File: src/verilog/ism_pkg.sv
// Constants and types shared by the information status monitor files.
package ism_pkg;
   localparam int NUM_NOTICE = 11;
   localparam int CMP_NUM    = 6;
   localparam int VAL_W      = 16;
   localparam int HIST_DEPTH = 16;
   localparam int IDX_W      = 4;
   localparam int CNT_W      = 5;
   localparam int CODE_W     = 4;
   localparam int TIME_W     = 32;
   localparam int IO_W       = 8;
   localparam int IO_SEL_W   = 3;
   localparam int TICK_W     = 32;
   localparam int OL_W       = 16;

   // Bit positions of the notices in the flag vector; the history code is position plus one.
   localparam int N_USRIO  = 0;
   localparam int N_POSERR = 1;
   localparam int N_DRVTMP = 2;
   localparam int N_MTRTMP = 3;
   localparam int N_OVOLT  = 4;
   localparam int N_UVOLT  = 5;
   localparam int N_OLTIME = 6;
   localparam int N_SPD    = 7;
   localparam int N_START  = 8;
   localparam int N_HOME_REQUEST_INPUT  = 9;
   localparam int N_PRREQ  = 10;

   // Comparator slots of the measured quantities.
   localparam int C_POSERR = 0;
   localparam int C_DRVTMP = 1;
   localparam int C_MTRTMP = 2;
   localparam int C_OVOLT  = 3;
   localparam int C_UVOLT  = 4;
   localparam int C_SPD    = 5;
   localparam logic [CMP_NUM-1:0] CMP_BELOW = 6'h10;

   localparam logic [NUM_NOTICE-1:0] ACTION_RST = 11'h7FF;

   localparam int CLK_PERIOD_PS   = 4000;
   localparam int TICK_PERIOD_NS  = 1000000;
   localparam int TICK_CYCLES     = TICK_PERIOD_NS * 1000 / CLK_PERIOD_PS;
   localparam int BLINK_PERIOD_MS = 500;
   localparam int BLINK_TICKS     = BLINK_PERIOD_MS * 1000000 / TICK_PERIOD_NS;

   typedef struct packed {
      logic [CODE_W-1:0]     code;
      logic [TIME_W-1:0]     stamp;
      logic [NUM_NOTICE-1:0] contents;
   } ism_rec_t;
endpackage : ism_pkg

File: src/verilog/ism_threshold.sv
// Registered threshold comparator for one measured quantity.
`timescale 1ns/100ps
module ism_threshold #(
   parameter logic BELOW = 1'b0
) (
   input  wire logic                      clk,
   input  wire logic                      rstSync_b,
   input  wire logic [ism_pkg::VAL_W-1:0] value,
   input  wire logic [ism_pkg::VAL_W-1:0] limit,
   output wire logic                      flag
);
   typedef struct packed {
      logic flag;
   } ism_thr_st_t;

   ism_thr_st_t st_r;
   ism_thr_st_t st_nxt;
   logic        over;
   logic        under;

   // Equal to the limit holds the flag, so a value sitting on it does not chatter.
   always_comb begin
      over   = BELOW ? (value < limit) : (value > limit);
      under  = BELOW ? (value > limit) : (value < limit);
      st_nxt = st_r;
      if (over) begin
         st_nxt.flag = 1'b1;
      end else if (under) begin
         st_nxt.flag = 1'b0;
      end
   end

   always_ff @(posedge clk or negedge rstSync_b) begin
      if (!rstSync_b) begin
         st_r <= '0;
      end else begin
         st_r <= st_nxt;
      end
   end

   assign flag = st_r.flag;

   property p_thr_set;
      @(posedge clk) disable iff (!rstSync_b) over |=> flag;
   endproperty
   a_thr_set: assert property (p_thr_set) else $error("notice not set past threshold");

   property p_thr_clr;
      @(posedge clk) disable iff (!rstSync_b) under |=> !flag;
   endproperty
   a_thr_clr: assert property (p_thr_clr) else $error("notice not cleared past threshold");
endmodule : ism_threshold

File: src/verilog/ism_history.sv
// Sixteen-entry notice history, newest first, with read port and clear.
`timescale 1ns/100ps
module ism_history (
   input  wire logic                      clk,
   input  wire logic                      rstSync_b,
   input  wire logic                      push,
   input  wire ism_pkg::ism_rec_t         pushRec,
   input  wire logic                      clear,
   input  wire logic                      rdReq,
   input  wire logic [ism_pkg::IDX_W-1:0] rdIdx,
   output wire logic                      rdValid,
   output wire logic                      rdHit,
   output wire ism_pkg::ism_rec_t         rdRec,
   output wire logic [ism_pkg::CNT_W-1:0] count
);
   typedef struct packed {
      ism_pkg::ism_rec_t [ism_pkg::HIST_DEPTH-1:0] recs;
      logic [ism_pkg::CNT_W-1:0]                   count;
      logic                                        rdValid;
      logic                                        rdHit;
      ism_pkg::ism_rec_t                           rdRec;
   } ism_hist_st_t;

   ism_hist_st_t st_r;
   ism_hist_st_t st_nxt;

   always_comb begin
      st_nxt = st_r;
      st_nxt.rdValid = rdReq;
      if (rdReq) begin
         st_nxt.rdHit = {1'b0, rdIdx} < st_r.count;
         st_nxt.rdRec = st_nxt.rdHit ? st_r.recs[rdIdx] : '0;
      end
      // A record pushed in the clearing cycle survives the clear.
      if (clear) begin
         st_nxt.count = '0;
      end
      if (push) begin
         for (int i = ism_pkg::HIST_DEPTH - 1; i > 0; i--) begin
            st_nxt.recs[i] = st_r.recs[i-1];
         end
         st_nxt.recs[0] = pushRec;
         if (st_nxt.count != ism_pkg::CNT_W'(ism_pkg::HIST_DEPTH)) begin
            st_nxt.count = st_nxt.count + 5'h01;
         end
      end
   end

   // Loss of control power lands here as reset, which empties the store.
   always_ff @(posedge clk or negedge rstSync_b) begin
      if (!rstSync_b) begin
         st_r <= '0;
      end else begin
         st_r <= st_nxt;
      end
   end

   assign rdValid = st_r.rdValid;
   assign rdHit   = st_r.rdHit;
   assign rdRec   = st_r.rdRec;
   assign count   = st_r.count;

   property p_hist_clear;
      @(posedge clk) disable iff (!rstSync_b) (clear && !push) |=> count == 5'h00;
   endproperty
   a_hist_clear: assert property (p_hist_clear) else $error("history not emptied by clear");

   property p_hist_cap;
      @(posedge clk) disable iff (!rstSync_b) (push && count == 5'h10 && !clear) |=> count == 5'h10;
   endproperty
   a_hist_cap: assert property (p_hist_cap) else $error("history depth exceeded or lost");

   property p_hist_read;
      @(posedge clk) disable iff (!rstSync_b) (rdReq && !push && !clear && rdIdx == 4'h0 && count != 5'h00)
         |=> rdValid && rdHit && rdRec == $past(st_r.recs[0]);
   endproperty
   a_hist_read: assert property (p_hist_read) else $error("history read not answered next cycle");
endmodule : ism_history

File: src/verilog/ism_info_monitor.sv
// Information status monitor: notice flags, summary output and notice history.
`timescale 1ns/100ps
module ism_info_monitor #(
   parameter int TICK_CYCLES = ism_pkg::TICK_CYCLES
) (
   input  wire logic                                               clk,
   input  wire logic                                               rst_b,
   input  wire logic [ism_pkg::IO_W-1:0]                           ioBus,
   input  wire logic [ism_pkg::IO_SEL_W-1:0]                       ioSel,
   input  wire logic [ism_pkg::CMP_NUM-1:0][ism_pkg::VAL_W-1:0]    measVal,
   input  wire logic [ism_pkg::CMP_NUM-1:0][ism_pkg::VAL_W-1:0]    measLimit,
   input  wire logic                                               overloadIn,
   input  wire logic [ism_pkg::OL_W-1:0]                           olTimeLimit,
   input  wire logic                                               startReq,
   input  wire logic                                               startDirRev,
   input  wire logic                                               readyIn,
   input  wire logic                                               forwardBlockInput,
   input  wire logic                                               reverseBlockInput,
   input  wire logic                                               forwardLimitSwitch,
   input  wire logic                                               reverseLimitSwitch,
   input  wire logic                                               fwdSoftLimit,
   input  wire logic                                               revSoftLimit,
   input  wire logic                                               homeRequestInput,
   input  wire logic                                               coordinateValid,
   input  wire logic                                               electricalHomeSelectInput,
   input  wire logic                                               presetTrig,
   input  wire logic                                               presetDone,
   input  wire logic [ism_pkg::NUM_NOTICE-1:0]                     actionSel,
   input  wire logic                                               monReq,
   input  wire logic [ism_pkg::IDX_W-1:0]                          monIdx,
   input  wire logic                                               maintClear,
   output wire logic                                               monValid,
   output wire logic                                               monHit,
   output wire logic [ism_pkg::CODE_W-1:0]                         monCode,
   output wire logic [ism_pkg::TIME_W-1:0]                         monStamp,
   output wire logic [ism_pkg::NUM_NOTICE-1:0]                     monContents,
   output wire logic [ism_pkg::CNT_W-1:0]                          histCount,
   output wire logic [ism_pkg::NUM_NOTICE-1:0]                     noticeFlags,
   output wire logic                                               infoOut,
   output wire logic                                               ledBlink
);
   typedef struct packed {
      logic                               usrio;
      logic                               oltime;
      logic                               startErr;
      logic                               homeErr;
      logic                               preset;
      logic [ism_pkg::OL_W-1:0]           olCnt;
      logic [ism_pkg::TICK_W-1:0]         tickCnt;
      logic [ism_pkg::TIME_W-1:0]         stamp;
      logic [ism_pkg::TICK_W-1:0]         blinkCnt;
      logic                               blink;
      logic [ism_pkg::NUM_NOTICE-1:0]     prev;
      logic [ism_pkg::NUM_NOTICE-1:0]     pend;
      logic                               push;
      ism_pkg::ism_rec_t                  rec;
   } ism_mon_st_t;

   ism_mon_st_t                      st_r;
   ism_mon_st_t                      st_nxt;
   logic                             rstMeta_r;
   logic                             rstSync_r;
   logic [ism_pkg::CMP_NUM-1:0]      cmpFlag;
   logic [ism_pkg::NUM_NOTICE-1:0]   notice;
   logic [ism_pkg::NUM_NOTICE-1:0]   waiting;
   logic [ism_pkg::CODE_W-1:0]       pick;
   logic                             tick;
   logic                             selIo;
   logic                             blocked;
   logic                             homeBad;
   logic                             startBad;
   logic                             normalStart;
   ism_pkg::ism_rec_t                rdRec;

   // Lowest set bit wins, so simultaneous notices are logged in a fixed order.
   function automatic logic [ism_pkg::CODE_W-1:0] ism_lowest(
      input logic [ism_pkg::NUM_NOTICE-1:0] v
   );
      ism_lowest = '0;
      for (int i = ism_pkg::NUM_NOTICE - 1; i >= 0; i--) begin
         if (v[i]) begin
            ism_lowest = ism_pkg::CODE_W'(i);
         end
      end
   endfunction : ism_lowest

   always_ff @(posedge clk or negedge rst_b) begin
      if (!rst_b) begin
         rstMeta_r <= 1'b0;
         rstSync_r <= 1'b0;
      end else begin
         rstMeta_r <= 1'b1;
         rstSync_r <= rstMeta_r;
      end
   end

   genvar g;
   generate
      for (g = 0; g < ism_pkg::CMP_NUM; g++) begin : gCmp
         ism_threshold #(
            .BELOW (ism_pkg::CMP_BELOW[g])
         ) uThr (
            .clk       (clk),
            .rstSync_b (rstSync_r),
            .value     (measVal[g]),
            .limit     (measLimit[g]),
            .flag      (cmpFlag[g])
         );
      end
   endgenerate

   always_comb begin
      notice                     = '0;
      notice[ism_pkg::N_USRIO]   = st_r.usrio;
      notice[ism_pkg::N_POSERR]  = cmpFlag[ism_pkg::C_POSERR];
      notice[ism_pkg::N_DRVTMP]  = cmpFlag[ism_pkg::C_DRVTMP];
      notice[ism_pkg::N_MTRTMP]  = cmpFlag[ism_pkg::C_MTRTMP];
      notice[ism_pkg::N_OVOLT]   = cmpFlag[ism_pkg::C_OVOLT];
      notice[ism_pkg::N_UVOLT]   = cmpFlag[ism_pkg::C_UVOLT];
      notice[ism_pkg::N_OLTIME]  = st_r.oltime;
      notice[ism_pkg::N_SPD]     = cmpFlag[ism_pkg::C_SPD];
      notice[ism_pkg::N_START]   = st_r.startErr;
      notice[ism_pkg::N_HOME_REQUEST_INPUT]   = st_r.homeErr;
      notice[ism_pkg::N_PRREQ]   = st_r.preset;
   end

   assign tick     = st_r.tickCnt == ism_pkg::TICK_W'(TICK_CYCLES - 1);
   assign selIo    = ioBus[ioSel];
   assign blocked  = !readyIn || (startDirRev ?
                     (reverseBlockInput || reverseLimitSwitch || revSoftLimit) :
                     (forwardBlockInput || forwardLimitSwitch || fwdSoftLimit));
   assign homeBad  = !coordinateValid || electricalHomeSelectInput;
   assign startBad = (startReq && blocked) || (homeRequestInput && !readyIn);
   assign normalStart = (startReq && !blocked) || (homeRequestInput && readyIn && !homeBad);
   assign waiting  = st_r.pend | (notice & ~st_r.prev);
   assign pick     = ism_lowest(waiting);

   always_comb begin
      st_nxt = st_r;
      st_nxt.tickCnt = tick ? '0 : st_r.tickCnt + 32'h0000_0001;
      if (tick) begin
         st_nxt.stamp = st_r.stamp + 32'h0000_0001;
      end

      st_nxt.usrio = selIo;

      // Overload time is counted in ticks; recovery winds the count back down.
      if (tick) begin
         if (overloadIn) begin
            if (st_r.olCnt != 16'hFFFF) begin
               st_nxt.olCnt = st_r.olCnt + 16'h0001;
            end
         end else if (st_r.olCnt != 16'h0000) begin
            st_nxt.olCnt = st_r.olCnt - 16'h0001;
         end
      end
      if (st_r.olCnt > olTimeLimit) begin
         st_nxt.oltime = 1'b1;
      end else if (st_r.olCnt < olTimeLimit) begin
         st_nxt.oltime = 1'b0;
      end

      if (startBad) begin
         st_nxt.startErr = 1'b1;
      end else if (normalStart) begin
         st_nxt.startErr = 1'b0;
      end

      if (homeRequestInput && homeBad) begin
         st_nxt.homeErr = 1'b1;
      end else if (normalStart) begin
         st_nxt.homeErr = 1'b0;
      end

      if (presetTrig) begin
         st_nxt.preset = 1'b1;
      end else if (presetDone) begin
         st_nxt.preset = 1'b0;
      end

      if (tick) begin
         if (st_r.blinkCnt == ism_pkg::TICK_W'(ism_pkg::BLINK_TICKS - 1)) begin
            st_nxt.blinkCnt = '0;
            st_nxt.blink    = !st_r.blink;
         end else begin
            st_nxt.blinkCnt = st_r.blinkCnt + 32'h0000_0001;
         end
      end

      // One record per cycle; further rising notices wait in the pending mask.
      st_nxt.prev = notice;
      st_nxt.push = |waiting;
      st_nxt.pend = waiting;
      if (|waiting) begin
         st_nxt.pend[pick]     = 1'b0;
         st_nxt.rec.code       = pick + 4'h1;
         st_nxt.rec.stamp      = st_r.stamp;
         st_nxt.rec.contents   = notice;
      end
   end

   always_ff @(posedge clk or negedge rstSync_r) begin
      if (!rstSync_r) begin
         st_r <= '0;
      end else begin
         st_r <= st_nxt;
      end
   end

   ism_history uHist (
      .clk       (clk),
      .rstSync_b (rstSync_r),
      .push      (st_r.push),
      .pushRec   (st_r.rec),
      .clear     (maintClear),
      .rdReq     (monReq),
      .rdIdx     (monIdx),
      .rdValid   (monValid),
      .rdHit     (monHit),
      .rdRec     (rdRec),
      .count     (histCount)
   );

   assign monCode     = rdRec.code;
   assign monStamp    = rdRec.stamp;
   assign monContents = rdRec.contents;
   assign noticeFlags = notice;
   assign infoOut     = |(notice & actionSel);
   assign ledBlink    = infoOut && st_r.blink;

   property p_usrio;
      @(posedge clk) disable iff (!rstSync_r) 1'b1 |=> noticeFlags[ism_pkg::N_USRIO] == $past(selIo);
   endproperty
   a_usrio: assert property (p_usrio) else $error("assigned I/O notice does not follow selected signal");

   property p_start_set;
      @(posedge clk) disable iff (!rstSync_r) (startReq && blocked) |=> noticeFlags[ism_pkg::N_START];
   endproperty
   a_start_set: assert property (p_start_set) else $error("start error notice not set");

   property p_home_set;
      @(posedge clk) disable iff (!rstSync_r)
         (homeRequestInput && homeBad) |=> noticeFlags[ism_pkg::N_HOME_REQUEST_INPUT];
   endproperty
   a_home_set: assert property (p_home_set) else $error("home start error notice not set");

   property p_home_clr;
      @(posedge clk) disable iff (!rstSync_r)
         (normalStart && !(homeRequestInput && homeBad)) |=> !noticeFlags[ism_pkg::N_HOME_REQUEST_INPUT];
   endproperty
   a_home_clr: assert property (p_home_clr) else $error("home start error not cleared by normal start");

   property p_preset;
      @(posedge clk) disable iff (!rstSync_r)
         (presetDone && !presetTrig) |=> !noticeFlags[ism_pkg::N_PRREQ];
   endproperty
   a_preset: assert property (p_preset) else $error("preset request notice not cleared");

   property p_log;
      @(posedge clk) disable iff (!rstSync_r)
         $rose(noticeFlags[ism_pkg::N_USRIO]) |=> st_r.push;
   endproperty
   a_log: assert property (p_log) else $error("rising notice not logged");

   property p_olt_set;
      @(posedge clk) disable iff (!rstSync_r)
         (st_r.olCnt > olTimeLimit) |=> noticeFlags[ism_pkg::N_OLTIME];
   endproperty
   a_olt_set: assert property (p_olt_set) else $error("overload time notice not set");

   property p_olt_clr;
      @(posedge clk) disable iff (!rstSync_r)
         (st_r.olCnt < olTimeLimit) |=> !noticeFlags[ism_pkg::N_OLTIME];
   endproperty
   a_olt_clr: assert property (p_olt_clr) else $error("overload time notice not cleared");

   property p_start_clr;
      @(posedge clk) disable iff (!rstSync_r)
         (normalStart && !startBad) |=> !noticeFlags[ism_pkg::N_START];
   endproperty
   a_start_clr: assert property (p_start_clr) else $error("start error not cleared by normal start");

   property p_start_hold;
      @(posedge clk) disable iff (!rstSync_r)
         (!startBad && !normalStart) |=> $stable(noticeFlags[ism_pkg::N_START]);
   endproperty
   a_start_hold: assert property (p_start_hold) else $error("start error notice changed without cause");

   property p_preset_set;
      @(posedge clk) disable iff (!rstSync_r)
         presetTrig |=> noticeFlags[ism_pkg::N_PRREQ];
   endproperty
   a_preset_set: assert property (p_preset_set) else $error("preset request notice not set");

   property p_preset_hold;
      @(posedge clk) disable iff (!rstSync_r)
         (!presetTrig && !presetDone) |=> $stable(noticeFlags[ism_pkg::N_PRREQ]);
   endproperty
   a_preset_hold: assert property (p_preset_hold) else $error("preset request notice changed without cause");

   property p_rec_contents;
      @(posedge clk) disable iff (!rstSync_r)
         st_r.push |-> st_r.rec.contents == $past(notice);
   endproperty
   a_rec_contents: assert property (p_rec_contents) else $error("record contents differ from flags");

   property p_rec_code;
      @(posedge clk) disable iff (!rstSync_r)
         st_r.push |-> (st_r.rec.code != 4'h0) && (st_r.rec.code <= ism_pkg::CODE_W'(ism_pkg::NUM_NOTICE));
   endproperty
   a_rec_code: assert property (p_rec_code) else $error("record code out of range");

   property p_stamp;
      @(posedge clk) disable iff (!rstSync_r)
         tick |=> st_r.stamp == $past(st_r.stamp) + 32'h0000_0001;
   endproperty
   a_stamp: assert property (p_stamp) else $error("time stamp did not advance on tick");

   property p_count_step;
      @(posedge clk) disable iff (!rstSync_r)
         (st_r.push && !maintClear && histCount != 5'h10) |=> histCount == $past(histCount) + 5'h01;
   endproperty
   a_count_step: assert property (p_count_step) else $error("history count did not grow by one");

   property p_count_max;
      @(posedge clk) disable iff (!rstSync_r)
         histCount <= 5'h10;
   endproperty
   a_count_max: assert property (p_count_max) else $error("history count above depth");
endmodule : ism_info_monitor

File: config.mk
export PLATFORM = sky130hd
export DESIGN_NAME = ism_info_monitor
export DESIGN_NICKNAME = d
export VERILOG_FILES = /design/src/verilog/ism_pkg.sv /design/src/verilog/ism_threshold.sv /design/src/verilog/ism_history.sv /design/src/verilog/ism_info_monitor.sv
export SDC_FILE = /design/constraint.sdc
export NUM_CORES = 2
export LEC_CHECK = 0
export BUFFER_PORTS_ARGS = -buffer_cell sky130_fd_sc_hd__buf_2
export CORE_MARGIN = 2
export CORE_UTILIZATION = 55
export CTS_BUF_LIST = sky130_fd_sc_hd__clkbuf_4
export DETAILED_ROUTE_END_ITERATION = 8
export PLACE_DENSITY = 0.74
export SETUP_SLACK_MARGIN = 0.05
export SYNTH_ARGS = -nofsm -noshare
export SYNTH_HDL_FRONTEND = slang
export SYNTH_SLANG_ARGS = --single-unit
export TNS_END_PERCENT = 10
File: constraint.sdc
create_clock -name clk -period 37.2 [get_ports clk]
set_input_delay 11.16 -clock clk [delete_from_list [all_inputs] [get_ports clk]]
set_output_delay 11.16 -clock clk [all_outputs]
set_load 0.005 [all_outputs]
==> impl_metrics.csv <==
group,metric,value,unit
sta,max_freq,42.4,MHz
drt,first_pass_iters,5,
synth,synth_cell_type_count,61,
clock_network,cts_tree,"done",
synth,yosysTopAreaCell,"dfrtp_1",
synth,synth_async_sr_flop_share,1.00,
die,coreArea,0.0854,mm2
critical_path,start_kind,"input port",
synth,postSynthCellCount,3361,
global_route,grt_use_total,0.212,
critical_path,crit_type,"input port to output pin",
final_layout,nFillCells,6599,
clock_network,cts_hold_buffers,0,
global_route,antenna_found_initial,5,
drt,vias_per_cell,5.60,
drt,postRouteAntennaNets,0,
power_and_ir_drop,ir_worst_vdd,0.0000257,V
placement,dp_hpwl,57200,um
drt,drc_errors,0,
drt,drt_wl_total,91800,um
placement,dp.cells,4630,
final_layout,area_growth,11.5,%
critical_path,end_kind,"output pin",
synth,synth_common_cells,"dfrtp_1 (1002), mux2_2 (798), inv_1 (248)",
synth,synth.area.top_cells,"dfrtp_1 (53%), mux2_2 (19%), mux4_2 (11%)",
run_status,status,"finished clean",
clock_network,cts.sinks,1002,
sta,hold_ws,0.352,ns
synth,netlist_area,0.0476,mm2
sta,setup_tns,0,ns
sta,slew_violations,0,
drt,vias,28400,
global_route,grt_max_degree,194,
die,dieArea,0.0889,mm2
critical_path,worstPathMaxFanout,2,
clock_network,cts_buffers,282,
clock_network,cts_setup_buffers,0,
synth,synth_top_area_frac,0.527,
placement,port-buffer-count,319,
critical_path,crit_arrival,12.45,ns
sta,relSlewSlack,0.271,
synth,syn_nets,3751,
placement,gp_congestion,0.881,
clock_network,htree_levels,5,
clock_network,clk_pin_slew,0.07,ns
die,fp-row-count,107,
die,die_x,298,um
die,die_h,298,um
power_and_ir_drop,power_leakage,26.2,nW
sta,fin_skew,0.126,ns
sta,finalHoldViolCount,0,
min_path,hold_class,"flop to flop",
synth,syn_avg_cell_area,14.2,um2
synth,ys_seq_area_frac,0.527,
sta,tightest_slew,1.09,ns
sta,finalSetupViolations,0,
drt,drt_iter0_drc,1640,
die,start_util,0.557,
power_and_ir_drop,power_density,43.1,mW/mm2
clock_network,cts-resized-gates,0,
run,cap_violations,0,
final_layout,final_util,0.621,
synth,synth_most_common_cell,"dfrtp_1",
synth,yosysWarnings,0,
synth,synth_edf_count,0,
clock_network,insertion_delay,1.10,ns
clock_network,cts.path.max_buffers,4,
global_route,grt_pass1_wl,154000,um
sta,period_needed,23.61,ns
final_layout,drive_above_1_share,0.461,
global_route,grt_pass1_vias,29800,
synth,yosys_register_bits,1002,
sta,post-route-period-util,0.635,
global_route,overflow,0,
clock_network,cts_root_buffer,"clkbuf_4",
critical_path,ff2ff_setup_slack,32.16,ns
final_layout,nNetsFinal,4160,
drt,post_drt_wl_per_cell,18.1,um
die,io_pins,320,
sta,rsz0062_at_grt,"no",
final_layout,layout.cells.non_filler,5073,
power_and_ir_drop,finalPower,2.28,mW
synth,ys.flop_type,"dfrtp_1",
critical_path,required,26.04,ns
-- state kept, by name, indices dropped and copies added, names as in the netlist, 5 cells and up --
register	flops
st_r	183
uHist.rdRec	47
noticeFlags	5
uHist.count	5
gCmp.uThr.flag	6
uHist.st_r	752
-- through the flow --
| step | setup WS (ns) | cell area (um2) |
|---|---|---|
| after floorplan | 7.20 | 47600 |
| after global placement | 13.62 | 49800 |
| after detailed placement | 13.61 | 49800 |
| after CTS | 13.61 | 53000 |
| after global routing | 13.46 | 53000 |
| final | 13.59 | 53000 |
-- power by group --
| group | switching, mW | internal (mW) |
|---|---|---|
| logic | 0.0836 | 0.0902 |
| registers | 0.0355 | 1.14 |
| clock network | 0.433 | 0.505 |
-- cell type report --
cell class | instances | area, um2 | share of cell area
tap | 1144 | 1430 | 0.0270
clock inverter | 47 | 299 | 0.00564
multi-input combinational | 1888 | 20500 | 0.386
antenna | 6 | 15.0 | 0.000283
clock buffer | 390 | 2930 | 0.0552
timing repair buffer | 348 | 1870 | 0.0353
inverter | 248 | 931 | 0.0176
sequential | 1002 | 25100 | 0.473
-- critical path, cell delays in order --
cell      delay, ns
buf_2          0.11
a22o_1         0.26
a221oi_1       0.21
and3_1         0.29
nand2_1        0.11
and2_1         0.18
buf_2          0.12
-- metal layers --
metal / global-route usage / wire length [um]
met4: 0.0694 / 1790
met3: 0.0505 / 4660
met5: 0 / 13
met1: 0.297 / 42100
met2: 0.329 / 43200
-- layout by cell type (no fill, tap or decap), drive strengths merged, types with 6 or more instances in the layout --
master	instances
a21o	33
o22ai	49
ha	136
nor2b	13
and3	29
buf	347
o31ai	7
o21a	15
nor3	18
dfrtp	1002
nor2	55
nand2	91
clkbuf	391
o211ai	6
and4	10
inv	253
clkinv	37
diode	6
o21ai	52
mux4	237
mux2	798
and2	11
nand4	43
nor4	23
xnor2	69
xor2	32
nand3	33
nand2b	7
a21oi	57
-- logic make-up (layout without fill, tap and decap cells) --
family / after synthesis / in the layout / synth area share
muxes: 1037 / 1037 / 0.301
DFF: 1002 / 1002 / 0.527
buffers and inverters: 471 / 1033 / 0.0429
and+or+nand+nor: 355 / 355 / 0.0397
AOI/OAI and AO/OA: 256 / 256 / 0.0339
adders and majority gates: 137 / 137 / 0.0362
xor gates and xnor gates: 101 / 101 / 0.0186
other: 2 / 8 / 0.000158
-- final timing paths --
path / startpoint / end / depth (start not counted)
worst max-delay path: actionSel[5] / ledBlink / 7
worst min-delay path: rstMeta_r / rstSync_r / 0
worst max register to register: st_r[47] / uHist.st_r[115] / 5
worst min register to register: rstMeta_r / rstSync_r / 0
max in group asynchronous: rst_b / rstSync_r / 1
min in group asynchronous: rstSync_r / uHist.st_r[161] / 0
Note: power is estimated with default switching activity, not from simulation.
